===== config.mk =====
export PLATFORM = sky130hd
export DESIGN_NAME = emergency_power_evacuation_ctrl
export DESIGN_NICKNAME = d
export VERILOG_FILES = /design/src/pkg/evac_pkg.sv /design/src/design/emergency_power_evacuation_ctrl.sv
export VERILOG_INCLUDE_DIRS = /design/src /design/src/pkg
export SDC_FILE = /design/constraint.sdc
export NUM_CORES = 1
export LEC_CHECK = 0
export BUFFER_PORTS_ARGS = -buffer_cell sky130_fd_sc_hd__buf_4
export CORE_AREA = 4 4 150 152
export DETAILED_ROUTE_END_ITERATION = 8
export DIE_AREA = 0 0 154 156
export PLACE_DENSITY = 0.66
export REMOVE_ABC_BUFFERS = 1
export SYNTH_ARGS = -nofsm -noshare
export SYNTH_HDL_FRONTEND = slang
export SYNTH_SLANG_ARGS = --single-unit

===== constraint.sdc =====
create_clock -name clock -period 4.8 [get_ports clock]
set_input_delay 1.44 -clock clock [delete_from_list [all_inputs] [get_ports clock]]
set_output_delay 1.44 -clock clock [all_outputs]
set_load 0.05 [all_outputs]

===== src/pkg/evac_params.svh =====
// Constants for the emergency power and evacuation sequencer
`ifndef EVAC_PARAMS_SVH
`define EVAC_PARAMS_SVH
`define CLOCK_PERIOD_NS 25
`define TICK_TIME_NS 1000000
`define TICK_CYCLES (`TICK_TIME_NS / `CLOCK_PERIOD_NS)
`define TICK_MS 1
`define MAN_HOLD_MS 3000
`define MAN_HOLD_TICKS (`MAN_HOLD_MS / `TICK_MS)
`define AUTO_DURATION_MS 60000
`define AUTO_DURATION_TICKS (`AUTO_DURATION_MS / `TICK_MS)
`define VMAX_MM_S 300
`define VHYST_MM_S 100
`define TIMER_W 16
`define PRESCALE_W 16
`define SPEED_W 12
`define DOOR_W 4
`define STEP_W 4
`define STEP_MIN 1
`define STEP_MAX 9
`endif


===== src/pkg/evac_pkg.sv =====
// Types shared by the emergency power and evacuation sequencer
package evac_pkg;
   typedef enum logic [1:0] {
      LOG_NONE,
      LOG_EP_ACTIVATED,
      LOG_EP_TRIP,
      LOG_EP_DEACTIVATED
   } log_code_e;
   // Asynchronous building, battery and drive inputs
   typedef struct packed {
      logic activate;
      logic enable_evac;
      logic stay_service;
      logic battery;
      logic rescue_down;
      logic man_evac;
      logic auto_evac;
   } pin_in_s;
   typedef struct packed {
      logic usage_en;
      logic estop_on_activate;
      logic floor_valid;
      logic hydraulic;
      logic seq_via_bus;
      logic doors_close;
      logic [3:0] floor_doors;
      logic [3:0] speed_step;
      logic [15:0] evac_delay;
      logic [15:0] seq_timeout;
      logic [15:0] close_after;
   } ep_cfg_s;
   typedef struct packed {
      logic [15:0] delay;
      logic [15:0] duration;
      logic [15:0] accept_time;
      logic [11:0] vmax;
   } evac_cfg_s;
   // Car state from the position logic, same clock
   typedef struct packed {
      logic stopped;
      logic door_zone;
      logic level_zone;
      logic at_ep_floor;
      logic [3:0] openable_doors;
      logic [11:0] speed;
   } car_state_s;
   typedef struct packed {
      logic stop_flush;
      logic stop_quick;
      logic run;
      logic dir_down;
      logic drive_decides;
      logic to_ep_floor;
      logic [3:0] speed_step;
   } drive_cmd_s;
endpackage


===== src/design/emergency_power_evacuation_ctrl.sv =====
// Emergency power and manual/automatic evacuation sequencer
`include "evac_params.svh"
module emergency_power_evacuation_ctrl
   import evac_pkg::*;
#(
   parameter int TICK_CYCLES = `TICK_CYCLES
) (
   // Clock and reset
   input wire logic clock,
   input wire logic reset,
   // Asynchronous inputs
   input wire pin_in_s pins,
   // Predecessor arrival seen on the field bus
   input wire logic peer_arrived_bus,
   // Configuration
   input wire ep_cfg_s ep_cfg,
   input wire evac_cfg_s evac_cfg,
   // Car state
   input wire car_state_s car,
   // Drive and monitoring
   output drive_cmd_s drive_cmd,
   output logic rot_mon_off,
   // Emergency power status
   output logic travel_ep,
   output logic arrived_ep,
   output logic arrived_doors_open,
   output logic stays_op_ack,
   // Doors
   output logic [`DOOR_W-1:0] door_open,
   output logic door_close,
   // Evacuation
   output logic evac_ack,
   output logic man_brake_en,
   output logic auto_brake_rel,
   // Logbook
   output logic log_valid,
   output log_code_e log_code
);
   typedef enum logic [3:0] {
      EP_IDLE, EP_STOP, EP_WAIT, EP_DELAY, EP_TRIP, EP_ARRIVED,
      EP_NEXT, EP_SERVICE, EP_BATT, EP_HOLD
   } ep_state_e;
   typedef enum logic [2:0] {
      EV_IDLE, EV_MAN, EV_MAN_HOLD, EV_AUTO_DLY, EV_AUTO_RUN, EV_AUTO_DONE
   } ev_state_e;

   localparam logic [`TIMER_W-1:0] MAN_HOLD = `TIMER_W'(`MAN_HOLD_TICKS);
   localparam logic [`SPEED_W-1:0] VHYST = `SPEED_W'(`VHYST_MM_S);
   localparam logic [`PRESCALE_W-1:0] TICK_LAST =
      `PRESCALE_W'(TICK_CYCLES - 1);

   pin_in_s sync1_reg, sync2_reg, sync3_reg, filt_reg;
   logic [`PRESCALE_W-1:0] pre_reg;
   logic tick;
   logic [`TIMER_W-1:0] acc_reg, ep_tmr_reg, ev_tmr_reg;
   logic auto_ok;
   ep_state_e ep_reg, ep_next;
   ev_state_e ev_reg, ev_next;
   logic ep_active, pred_arrived, over_vmax, below_hyst;
   logic os_reg, zone_prev_reg;
   logic [`DOOR_W-1:0] ev_doors;
   log_code_e log_next;
   logic [`SPEED_W-1:0] vlow;
   drive_cmd_s cmd_next;

   always_ff @(posedge clock) begin
      if (reset) begin
         sync1_reg <= '0;
         sync2_reg <= '0;
         sync3_reg <= '0;
      end else begin
         sync1_reg <= pins;
         sync2_reg <= sync1_reg;
         sync3_reg <= sync2_reg;
      end
   end

   generate
      for (genvar i = 0; i < $bits(pin_in_s); i++) begin : g_filt
         always_ff @(posedge clock) begin
            if (reset) begin
               filt_reg[i] <= 1'b0;
            end else if (sync2_reg[i] == sync3_reg[i]) begin
               filt_reg[i] <= sync3_reg[i];
            end
         end
      end
   endgenerate

   assign tick = (pre_reg == TICK_LAST);
   always_ff @(posedge clock) begin
      if (reset || tick) begin
         pre_reg <= '0;
      end else begin
         pre_reg <= pre_reg + `PRESCALE_W'(1);
      end
   end

   always_ff @(posedge clock) begin
      if (reset || !filt_reg.auto_evac) begin
         acc_reg <= '0;
      end else if (tick && !auto_ok) begin
         acc_reg <= acc_reg + `TIMER_W'(1);
      end
   end
   assign auto_ok = filt_reg.auto_evac && (acc_reg >= evac_cfg.accept_time);

   assign over_vmax = car.speed > evac_cfg.vmax;
   assign vlow = (evac_cfg.vmax > VHYST) ? evac_cfg.vmax - VHYST : '0;
   assign below_hyst = car.speed < vlow;
   always_ff @(posedge clock) begin
      if (reset) begin
         os_reg <= 1'b0;
      end else if (over_vmax) begin
         os_reg <= 1'b1;
      end else if (below_hyst) begin
         os_reg <= 1'b0;
      end
   end

   always_ff @(posedge clock) begin
      if (reset) begin
         zone_prev_reg <= 1'b0;
      end else begin
         zone_prev_reg <= car.level_zone;
      end
   end

   assign ep_active = ep_cfg.usage_en && filt_reg.activate;
   assign pred_arrived = ep_cfg.seq_via_bus ? peer_arrived_bus
                                            : filt_reg.enable_evac;

   always_comb begin
      ep_next = ep_reg;
      log_next = LOG_NONE;
      case (ep_reg)
         EP_IDLE: begin
            if (ep_active) begin
               log_next = LOG_EP_ACTIVATED;
               if (filt_reg.battery) begin
                  ep_next = EP_BATT;
               end else if (filt_reg.stay_service) begin
                  ep_next = EP_SERVICE;
               end else begin
                  ep_next = EP_STOP;
               end
            end
         end
         EP_STOP: begin
            if (car.stopped) begin
               ep_next = EP_WAIT;
            end
         end
         EP_WAIT: begin
            if (filt_reg.stay_service) begin
               ep_next = EP_SERVICE;
            end else if (!ep_cfg.floor_valid) begin
               if (!car.door_zone) begin
                  ep_next = EP_NEXT;
               end
            end else if (pred_arrived ||
                         ep_tmr_reg >= ep_cfg.seq_timeout) begin
               ep_next = EP_DELAY;
            end
         end
         EP_DELAY: begin
            if (ep_tmr_reg >= ep_cfg.evac_delay) begin
               ep_next = EP_TRIP;
               log_next = LOG_EP_TRIP;
            end
         end
         EP_TRIP: begin
            if (car.at_ep_floor && car.stopped) begin
               ep_next = EP_ARRIVED;
            end
         end
         EP_NEXT, EP_BATT: begin
            if (car.level_zone && car.stopped) begin
               ep_next = EP_HOLD;
            end
         end
         EP_SERVICE: begin
            if (!filt_reg.stay_service) begin
               ep_next = EP_STOP;
            end
         end
         default: begin
            ep_next = ep_reg;
         end
      endcase
      if (ep_reg != EP_IDLE && !ep_active) begin
         ep_next = EP_IDLE;
         log_next = LOG_EP_DEACTIVATED;
      end
   end

   always_ff @(posedge clock) begin
      if (reset) begin
         ep_reg <= EP_IDLE;
      end else begin
         ep_reg <= ep_next;
      end
   end

   always_ff @(posedge clock) begin
      if (reset || ep_next != ep_reg) begin
         ep_tmr_reg <= '0;
      end else if (tick && ep_tmr_reg != '1) begin
         ep_tmr_reg <= ep_tmr_reg + `TIMER_W'(1);
      end
   end

   always_comb begin
      ev_next = ev_reg;
      case (ev_reg)
         EV_IDLE: begin
            if (filt_reg.man_evac) begin
               ev_next = EV_MAN;
            end else if (auto_ok) begin
               ev_next = EV_AUTO_DLY;
            end
         end
         EV_MAN: begin
            if (car.level_zone && !zone_prev_reg) begin
               ev_next = EV_MAN_HOLD;
            end
         end
         EV_MAN_HOLD: begin
            if (ev_tmr_reg >= MAN_HOLD) begin
               ev_next = EV_MAN;
            end
         end
         EV_AUTO_DLY: begin
            if (ev_tmr_reg >= evac_cfg.delay) begin
               ev_next = EV_AUTO_RUN;
            end
         end
         EV_AUTO_RUN: begin
            if (ev_tmr_reg >= evac_cfg.duration || car.door_zone) begin
               ev_next = EV_AUTO_DONE;
            end
         end
         default: begin
            ev_next = ev_reg;
         end
      endcase
      if (ev_reg == EV_MAN || ev_reg == EV_MAN_HOLD) begin
         if (!filt_reg.man_evac) begin
            ev_next = EV_IDLE;
         end
      end else if (ev_reg != EV_IDLE) begin
         if (filt_reg.man_evac) begin
            ev_next = EV_MAN;
         end else if (!filt_reg.auto_evac) begin
            ev_next = EV_IDLE;
         end
      end
   end

   always_ff @(posedge clock) begin
      if (reset) begin
         ev_reg <= EV_IDLE;
      end else begin
         ev_reg <= ev_next;
      end
   end

   always_ff @(posedge clock) begin
      if (reset || ev_next != ev_reg) begin
         ev_tmr_reg <= '0;
      end else if (tick && ev_tmr_reg != '1) begin
         ev_tmr_reg <= ev_tmr_reg + `TIMER_W'(1);
      end
   end

   // doors only in zone with an openable door
   always_comb begin
      ev_doors = '0;
      if ((ev_reg == EV_MAN_HOLD || ev_reg == EV_AUTO_DONE) &&
          car.door_zone && car.stopped) begin
         ev_doors = car.openable_doors;
      end
   end

   // From the next state, so commands line up with the status outputs
   always_comb begin
      cmd_next = '0;
      if (ep_next != EP_IDLE) begin
         cmd_next.speed_step = ep_cfg.speed_step;
      end
      case (ep_next)
         EP_STOP: begin
            cmd_next.stop_quick = ep_cfg.estop_on_activate;
            cmd_next.stop_flush = !ep_cfg.estop_on_activate;
         end
         EP_TRIP: begin
            cmd_next.run = 1'b1;
            cmd_next.to_ep_floor = 1'b1;
         end
         EP_NEXT: begin
            cmd_next.run = 1'b1;
            cmd_next.dir_down = ep_cfg.hydraulic;
         end
         EP_BATT: begin
            cmd_next.run = 1'b1;
            cmd_next.drive_decides = 1'b1;
            cmd_next.dir_down = filt_reg.rescue_down;
         end
         default: begin
            cmd_next.run = 1'b0;
         end
      endcase
   end

   // Outputs registered so the pins never glitch on state decode
   always_ff @(posedge clock) begin
      if (reset) begin
         drive_cmd <= '0;
         rot_mon_off <= 1'b0;
         travel_ep <= 1'b0;
         arrived_ep <= 1'b0;
         arrived_doors_open <= 1'b0;
         stays_op_ack <= 1'b0;
         door_open <= '0;
         door_close <= 1'b0;
         log_valid <= 1'b0;
         log_code <= LOG_NONE;
      end else begin
         drive_cmd <= cmd_next;
         // rotation check off in battery rescue
         rot_mon_off <= (ep_next == EP_BATT);
         travel_ep <= (ep_next == EP_TRIP);
         arrived_ep <= (ep_next == EP_ARRIVED);
         arrived_doors_open <= (ep_next == EP_ARRIVED) &&
                               !(ep_cfg.doors_close &&
                                 ep_tmr_reg >= ep_cfg.close_after);
         stays_op_ack <= (ep_next == EP_SERVICE);
         // doors at emergency floor, optional close
         if (ep_next == EP_ARRIVED && !(ep_cfg.doors_close &&
             ep_tmr_reg >= ep_cfg.close_after)) begin
            door_open <= ep_cfg.floor_doors | ev_doors;
         end else if (ep_next == EP_HOLD) begin
            door_open <= car.openable_doors | ev_doors;
         end else begin
            door_open <= ev_doors;
         end
         door_close <= (ep_next == EP_ARRIVED) && ep_cfg.doors_close &&
                       ep_tmr_reg >= ep_cfg.close_after;
         log_valid <= (log_next != LOG_NONE);
         log_code <= log_next;
      end
   end

   always_ff @(posedge clock) begin
      if (reset) begin
         evac_ack <= 1'b0;
         man_brake_en <= 1'b0;
         auto_brake_rel <= 1'b0;
      end else begin
         evac_ack <= (ev_next != EV_IDLE);
         man_brake_en <= (ev_next == EV_MAN) && !over_vmax;
         auto_brake_rel <= (ev_next == EV_AUTO_RUN) && !os_reg &&
                           !over_vmax;
      end
   end

endmodule


### After elaboration in Yosys (flattened, before gate mapping)

Cells that the tools add are included.

| cells by class | value |
|---|---|
| add/sub/neg operators | 5 |
| $lt $le $gt $ge | 10 |
| eq/ne operators | 33 |
| mux-type cells | 41 |
| bitwise logic cells | 4 |
| reduce and logical (&&, ||, !) cells | 46 |

Operator list:

| cell | number |
|---|---|
| $ge A16 B16 Y1 | 6 |
| $add A16 B1 Y16 const B | 4 |
| $mux W4 | 15 |
| $mux W3 | 12 |
| $ne A16 B16 Y1 const B | 2 |
| $eq A4 B3 Y1 const B | 7 |
| $pmux W4 S7 | 1 |
| $logic_and A1 B1 Y1 | 18 |
| $eq A16 B16 Y1 const B | 1 |
| $ge A16 B12 Y1 const B | 1 |
| $pmux W3 S5 | 1 |
| $eq A4 B4 Y1 const B | 3 |
| $gt A12 B12 Y1 | 1 |
| $gt A12 B7 Y1 const B | 1 |
| $lt A12 B12 Y1 | 1 |
| $mux W12 | 1 |
| $sub A12 B7 Y12 const B | 1 |
| $eq A3 B3 Y1 const B | 3 |
| $eq A4 B1 Y1 const B | 2 |
| $eq A4 B2 Y1 const B | 2 |
| $logic_not A1 Y1 | 8 |
| $logic_or A1 B1 Y1 | 8 |
| $or A4 B4 Y4 | 2 |
| $reduce_bool A4 Y1 | 2 |
| 16 further kinds | 36 |

| storage, ports and cells | value |
|---|---|
| register bits after elaboration | 127 |
| bits of input ports | 152 |
| output and inout bits | 26 |
| word-level logic and storage cells | 194 |

### Longest topological paths before layout

Gate-level depths: netlist (run 1).

| depth | value |
|---|---|
| depth after elaboration | 12 |
| mapped depth | 15 |
| depth with buffers taken out | 14 |

### Least setup slack after synthesis (run 1)

Ideal clock, no wire load.

| timing | value |
|---|---|
| kind | input to register |
| start point | in evac_cfg[3] in the netlist's numbering |
| end point | reg os_reg |
| setup time | 128 ps |
| arrival | 4221 ps |
| required time | 4672 ps |
| setup slack | 452 ps |
| stages | 15 |
| path buffers | 1 |
| cells stage by stage | inv_1 ha_1 or4b_2 a311o_1 clkbuf_1 nand2_1 ha_1 a21o_1 a21o_1 a21o_1 a21o_1 a211oi_1 o22ai_1 a21oi_1 nor2_1 |

| on the way | value |
|---|---|
| word-level cells in the longest chain between the ends | 4 |
| elaborated cells on any way between the ends | 7 |
| those cells by class | add/sub (1); order compare (3); mux (2); reduce/logical (1) |

Ends and longest elaborated chain:

| item | RTL line | text |
|---|---|---|
| from (decl) | emergency_power_evacuation_ctrl.sv:17 | `input wire evac_cfg_s evac_cfg,` |
| $sub A12 B7 Y12 or $gt A12 B7 Y1 (tied branches) | emergency_power_evacuation_ctrl.sv:109 | `assign vlow = (evac_cfg.vmax > VHYST) ? evac_cfg.vmax - VHYST : '0;` |
| $mux W12 | emergency_power_evacuation_ctrl.sv:109 |  |
| $lt A12 B12 Y1 | emergency_power_evacuation_ctrl.sv:110 | `assign below_hyst = car.speed < vlow;` |
| $reduce_bool A2 Y1 (no source line) | - |  |
| to (signal assigned) | emergency_power_evacuation_ctrl.sv:113 | `os_reg <= 1'b0;` |
| to (signal assigned) | emergency_power_evacuation_ctrl.sv:115 | `os_reg <= 1'b1;` |
| to (signal assigned) | emergency_power_evacuation_ctrl.sv:117 | `os_reg <= 1'b0;` |
| to (decl) | emergency_power_evacuation_ctrl.sv:60 | `logic os_reg, zone_prev_reg;` |

Several ways; a longest one is shown, not always the timed one.
A chain may end at the register's enable or synchronous reset.

### Final worst setup path (run 1)

Same ends and word-level chain as after synthesis.

==> key figures, run 1 <==
Outcome
  – Outcome: finished, final reports clean

Setup path
  – CP max stage cell: or4b_2
  – Crit Path Category: input port to register
  – Startpoint types: input port
  – WP data arrival: 4.29 ns
  – Worst Path Max Fanout: 3
  – Most used cell along the critical path: a21o_1
  – Critical Path Sink Type: register
  – CP Buf/Inv Count: 2
  – Crit path cell chain: buf_4, inv_1, ha_1, or4b_2, a311o_1, nand2_1, ha_1, a21o_1, a21o_1, a21o_1, a21o_1, a211oi_1, o22ai_1, a21oi_1, nor2_1
  – Worst path max stage delay: 0.58 ns
  – Worst path top cell family by delay: compound AO/OA/AOI/OAI gates
  – WP data required: 5.08 ns

Floorplanning
  – Die height: 156 um
  – # IOs: 178
  – Initial Util: 0.395
  – Die ar.: 0.0240 mm^2
  – Die W: 154 um
  – # rows: 53
  – Core area: 0.0210 mm^2

Clock network
  – Post-CTS Hold Buffers: 0
  – Root buf cell: clkbuf_16
  – Post-CTS setup buffers: 0
  – Reg clk slew, reported paths: 0.06 ns
  – Worst skew pair latency: 0.41 ns
  – Post-CTS sizing: 0
  – Maximum root-to-sink buffer count: 2
  – CTS tree: done
  – Clock sinks: 125
  – H-tree Lvls: 4
  – CTS Buf Count: 17

Routing
  – Drt first pass iters: 4
  – Residual DRC count: 0
  – ANT nets after route: 0
  – Via density per instance: 5.05
  – Routed len/inst: 13.5 um
  – Initial detailed-routing violation count: 322
  – WL final: 20.0 mm
  – Via count: 7,478

Yosys
  – Flops & latches, synth: 125
  – Sequential element share of the synthesized area: 0.301
  – Yosys warning count: 0
  – Syn Inst Count: 1,019
  – Ys async rst share: 0
  – Post-Syn Area: 0.00831 mm^2
  – Syn avg cell area: 8.15 um^2
  – Leading register cell type out of synthesis: dfxtp_1
  – Distinct cells, synth: 68
  – Count of flip-flops with a built-in enable after synthesis: 0

STA
  – Clock Skew: 0.0105 ns
  – Final setup fails: 0
  – Slew Viols, Final: 0
  – Setup tns final: 0 ns
  – Worst-Margin Slew: 0.892 ns
  – Tcrit/Tclk final: 0.835
  – Fmax: 250 MHz
  – Final min period: 4.01 ns
  – Final hold violations: 0
  – RSZ-0062 raised after global routing: no
  – Relative slew slack: 0.399

GRT
  – Largest net degree at the start of global routing: 52
  – GR Overflow Total: 0
  – Initial antenna violation count: 0
  – First-pass GRT wire length: 32.8 mm
  – Vias in the first global route: 7,170
  – GRT Total Usage: 0.163

Layout
  – Commonest non-fill, non-tap cell in the layout: buf_4
  – Final #Nets: 1,472
  – Commonest non-fill, non-tap cells in the layout: buf_4, ha_1, dfxtp_1
  – Core Util, Final: 0.497
  – Layout cells sized above 1: 0.186
  – Final Cell Area: 0.0104 mm^2
  – Area growth syn-to-layout: 25.8%
  – Ant diodes: 0

Min path
  – Hold Path Class: register to register

Placement
  – Port buffer count: 177
  – DP Area: 0.00990 mm^2
  – GPL Wtd Cong: 0.942
  – Estimated wirelength of the detail-placed design: 15.9 mm

Power
  – Static leakage: 4.97 nW
  – PwrDens: 241 mW/mm^2
  – Worst IR Drop VDD: 0.249 mV

Flow run
  – Max-cap violations: 0
## Yosys cell counts, drive strengths merged, types with 27 or more instances
master	instances	share of area
a21oi	59	0.036
nand2	75	0.034
inv	117	0.053
xnor2	27	0.028
xor2	38	0.040
ha	126	0.19
nor2	112	0.051
o21ai	32	0.019
nand3	32	0.019
nand4	31	0.023
dfxtp	125	0.30
nor2b	30	0.023
## final timing paths
kind | from | endpoint | slack, ns | cells past startpoint
min reg2reg | os_reg | auto_brake_rel | 0.42 | 1
max | evac_cfg[3] | os_reg | 0.79 | 15
min | os_reg | auto_brake_rel | 0.42 | 1
max reg2reg | ep_tmr_reg[0] | door_open[3] | 1.56 | 10
## kinds of logic after synthesis
kind of cell	count (synthesis)	share of synthesized area
DFF	125	0.301
buffers and inverters	141	0.0655
AOI/OAI and AO/OA	178	0.142
muxes	6	0.00738
and+or+nand+nor	378	0.225
adders and majority gates	126	0.190
xor gates and xnor gates	65	0.0685
## where the power goes
part	internal [W]	total (W)	switching, W
sequential	0.00105	0.00105	0.00000524
clock	0.000714	0.00120	0.000485
combinational	0.000150	0.000269	0.000118
total	0.00191	0.00252	0.000608
## layer usage
metal,routed length (um),track usage
met5,0,0
met4,455,0.0563
met3,1030,0.0405
met2,9340,0.267
met1,9180,0.209
## per-stage QoR
stage          power, W  setup slack [ns]  hold WS, ns  std cells
5_1_grt         0.00264             0.530        0.455       1482
4_1_cts         0.00256             0.798        0.420       1482
2_1_floorplan   0.00120             0.536        0.397        995
3_3_place_gp    0.00134             0.396        0.416       1450
3_5_place_dp    0.00135             0.362        0.411       1450
6_report        0.00252             0.792        0.419       1482
## area by class of cell
type / count / area, um^2
Multi-Input combinational cell: 753 / 5260
Timing Repair Buffer: 180 / 1350
Clock inverter: 13 / 118
Inverter: 117 / 439
Clock buffer: 19 / 433
Fill cell: 2064 / 10600
Sequential cell: 125 / 2500
Tap cell: 275 / 344
No activity file was read; power rests on OpenSTA's default activity.
==> run 2, diff against run 1 <==
clock period = 4.1 ns   (was 4.8 ns; I/O delays follow)
==> key figures, run 2 (synthesis results as in run 1) <==
Outcome
  – Outcome: finished, final reports clean (unchanged)

Setup path
  – CP max stage cell: or4b_2 (unchanged)
  – CP Buf/Inv Count: 2 (unchanged)
  – R2R cell count: 10 (unchanged)
  – Worst path top cell family by delay: compound AO/OA/AOI/OAI gates (unchanged)
  – Most used cell along the critical path: a21o_1 (unchanged)
  – Worst Path Max Fanout: 2 (was 3)
  – Reg-to-reg setup timing slack: 1.00 ns (was 1.56 ns)
  – Worst path max stage delay: 0.58 ns (about the same)
  – Crit path cell chain: buf_4, inv_1, ha_1, or4b_2, a311o_1, nand2_1, ha_1, a21o_1, a21o_1, a21o_1, a21o_1, a211oi_1, o22ai_1, a21oi_1, nor2_1 (unchanged)
  – WP data required: 4.38 ns (was 5.08 ns)
  – Crit Path Category: input port to register (unchanged)
  – Levels on crit path: 15 (unchanged)
  – WP data arrival: 4.06 ns (was 4.29 ns)
  – Critical Path Sink Type: register (unchanged)
  – Startpoint types: input port (unchanged)

Power
  – Static leakage: 5.02 nW (was 4.97 nW)
  – Clock Power Share: 0.488 (was 0.476)
  – PwrDens: 288 mW/mm^2 (was 241 mW/mm^2)
  – Pint: 0.00232 W (was 0.00191 W)
  – Overall power: 0.00303 W (was 0.00252 W)
  – Worst IR Drop VDD: 0.323 mV (was 0.249 mV)
  – Sw frac: 0.235 (was 0.241)
  – Combinational power share: 0.105 (was 0.107)
  – Sequential Power Share: 0.407 (was 0.418)
  – Net Switching: 0.000711 W (was 0.000608 W)

Min path
  – Hold depth: 1 (unchanged)
  – Hold Path Class: register to register (unchanged)

STA
  – RSZ-0062 raised after global routing: no (unchanged)
  – Hold_ws: 0.422 ns (was 0.419 ns)
  – Clock Skew: 0.0113 ns (was 0.0105 ns)
  – Final setup fails: 0 (unchanged)
  – Final min period: 3.79 ns
  – Relative slew slack: 0.446 (was 0.399)
  – Tcrit/Tclk final: 0.923
  – Slew Viols, Final: 0 (unchanged)
  – Worst-Margin Slew: 0.824 ns (was 0.892 ns)
  – Fmax: 264 MHz
  – Final hold violations: 0 (unchanged)

Placement
  – GPL Wtd Cong: 0.903 (was 0.942)
  – DP Area: 0.00995 mm^2 (was 0.00990 mm^2)
  – Port buffer count: 177 (unchanged)
  – Estimated wirelength of the detail-placed design: 15.9 mm (about the same)

Routing
  – WL final: 19.8 mm (was 20.0 mm)
  – Residual DRC count: 0 (unchanged)
  – Initial detailed-routing violation count: 463 (was 322)
  – ANT nets after route: 0 (unchanged)
  – Via density per instance: 4.97 (was 5.05)
  – Via count: 7,405 (was 7,478)
  – Drt first pass iters: 5 (was 4)
  – Routed len/inst: 13.3 um (was 13.5 um)

Clock network
  – Reg clk slew, reported paths: 0.06 ns (about the same)
  – Maximum root-to-sink buffer count: 2 (unchanged)
  – CTS tree: done (unchanged)
  – Post-CTS Hold Buffers: 0 (unchanged)
  – Post-CTS sizing: 0 (unchanged)
  – Post-CTS setup buffers: 0 (unchanged)
  – Root buf cell: clkbuf_16 (unchanged)
  – H-tree Lvls: 4 (unchanged)
  – CTS Buf Count: 17 (unchanged)
  – Clock sinks: 125 (unchanged)
  – Worst skew pair latency: 0.42 ns (was 0.41 ns)

Layout
  – Final Cell Area: 0.0105 mm^2 (was 0.0104 mm^2)
  – Commonest non-fill, non-tap cells in the layout: buf_4, ha_1, dfxtp_1 (unchanged)
  – Commonest non-fill, non-tap cell in the layout: buf_4 (unchanged)
  – Ant diodes: 0 (unchanged)
  – Area growth syn-to-layout: 26.8% (was 25.8%)
  – Layout cells sized above 1: 0.192 (was 0.186)
  – Fillers: 2,029 (was 2,064)
  – Final #Nets: 1,479 (was 1,472)
  – Core Util, Final: 0.501 (was 0.497)
  – FF/Latch Area: 0.00250 mm^2 (unchanged)
  – Multi-input logic area: 0.00526 mm^2 (unchanged)

GRT
  – GR Overflow Total: 0 (unchanged)
  – GRT Total Usage: 0.163 (about the same)
  – Largest net degree at the start of global routing: 52 (unchanged)
  – First-pass GRT wire length: 32.7 mm (was 32.8 mm)
  – Vias in the first global route: 7,184 (was 7,170)
  – Initial antenna violation count: 0 (unchanged)

Floorplanning
  – Die height: 156 um (unchanged)
  – # rows: 53 (unchanged)
  – Initial Util: 0.395 (unchanged)
  – Die ar.: 0.0240 mm^2 (unchanged)
  – Core area: 0.0210 mm^2 (unchanged)
  – Die W: 154 um (unchanged)
  – # IOs: 178 (unchanged)

Flow run
  – Max-cap violations: 0 (unchanged)
==> run 2: cell count changes in the layout (fill, tap and decap cells not counted) <==
cell        delta
bufinv_16      +1
clkinvlp_4     +1
inv_6          -1
buf_4          +7
clkbuf_8       +1
clkbuf_1       -1
clkinv_2       -1
==> run 2: cell type report <==
class | count | area share
Tap cell | 275 | 0.0327
Multi-Input combinational cell | 753 | 0.499
Clock buffer | 19 | 0.0420
Clock inverter | 13 | 0.0134
Sequential cell | 125 | 0.238
Timing Repair Buffer | 187 | 0.133
Inverter | 117 | 0.0417
==> run 2: power groups by stage <==
stage	clock network, W	logic [W]	registers, W
after floorplan	0	0.000149	0.00126
after global placement	0	0.000314	0.00126
after detailed placement	0	0.000319	0.00126
after CTS	0.00152	0.000321	0.00123
after global routing	0.00158	0.000362	0.00123
final	0.00148	0.000317	0.00123
==> run 2: routing by layer <==
metal | GRT usage | routed length, um | vias up
met5 | 0 | 0 | -
met4 | 0.0589 | 493 | 0
met3 | 0.0452 | 1100 | 32
met2 | 0.263 | 9180 | 159
met1 | 0.210 | 9030 | 3320
li1 | - | - | 3894
==> run 2: path summary, 6_finish.rpt <==
path | from | endpoint
max | evac_cfg[3] | os_reg
min | os_reg | auto_brake_rel
max reg2reg | ev_tmr_reg[15] | ev_tmr_reg[8]
min reg2reg | os_reg | auto_brake_rel
==> run 2: metrics by stage <==
stage               setup WS [ns]  std cells  setup TNS, ns
global placement          -0.0547       1457        -0.0547
detailed placement         -0.112       1457         -0.112
finish                      0.314       1489              0
global route               0.0927       1489              0
CTS                         0.319       1489              0
floorplan                  0.0459        995              0
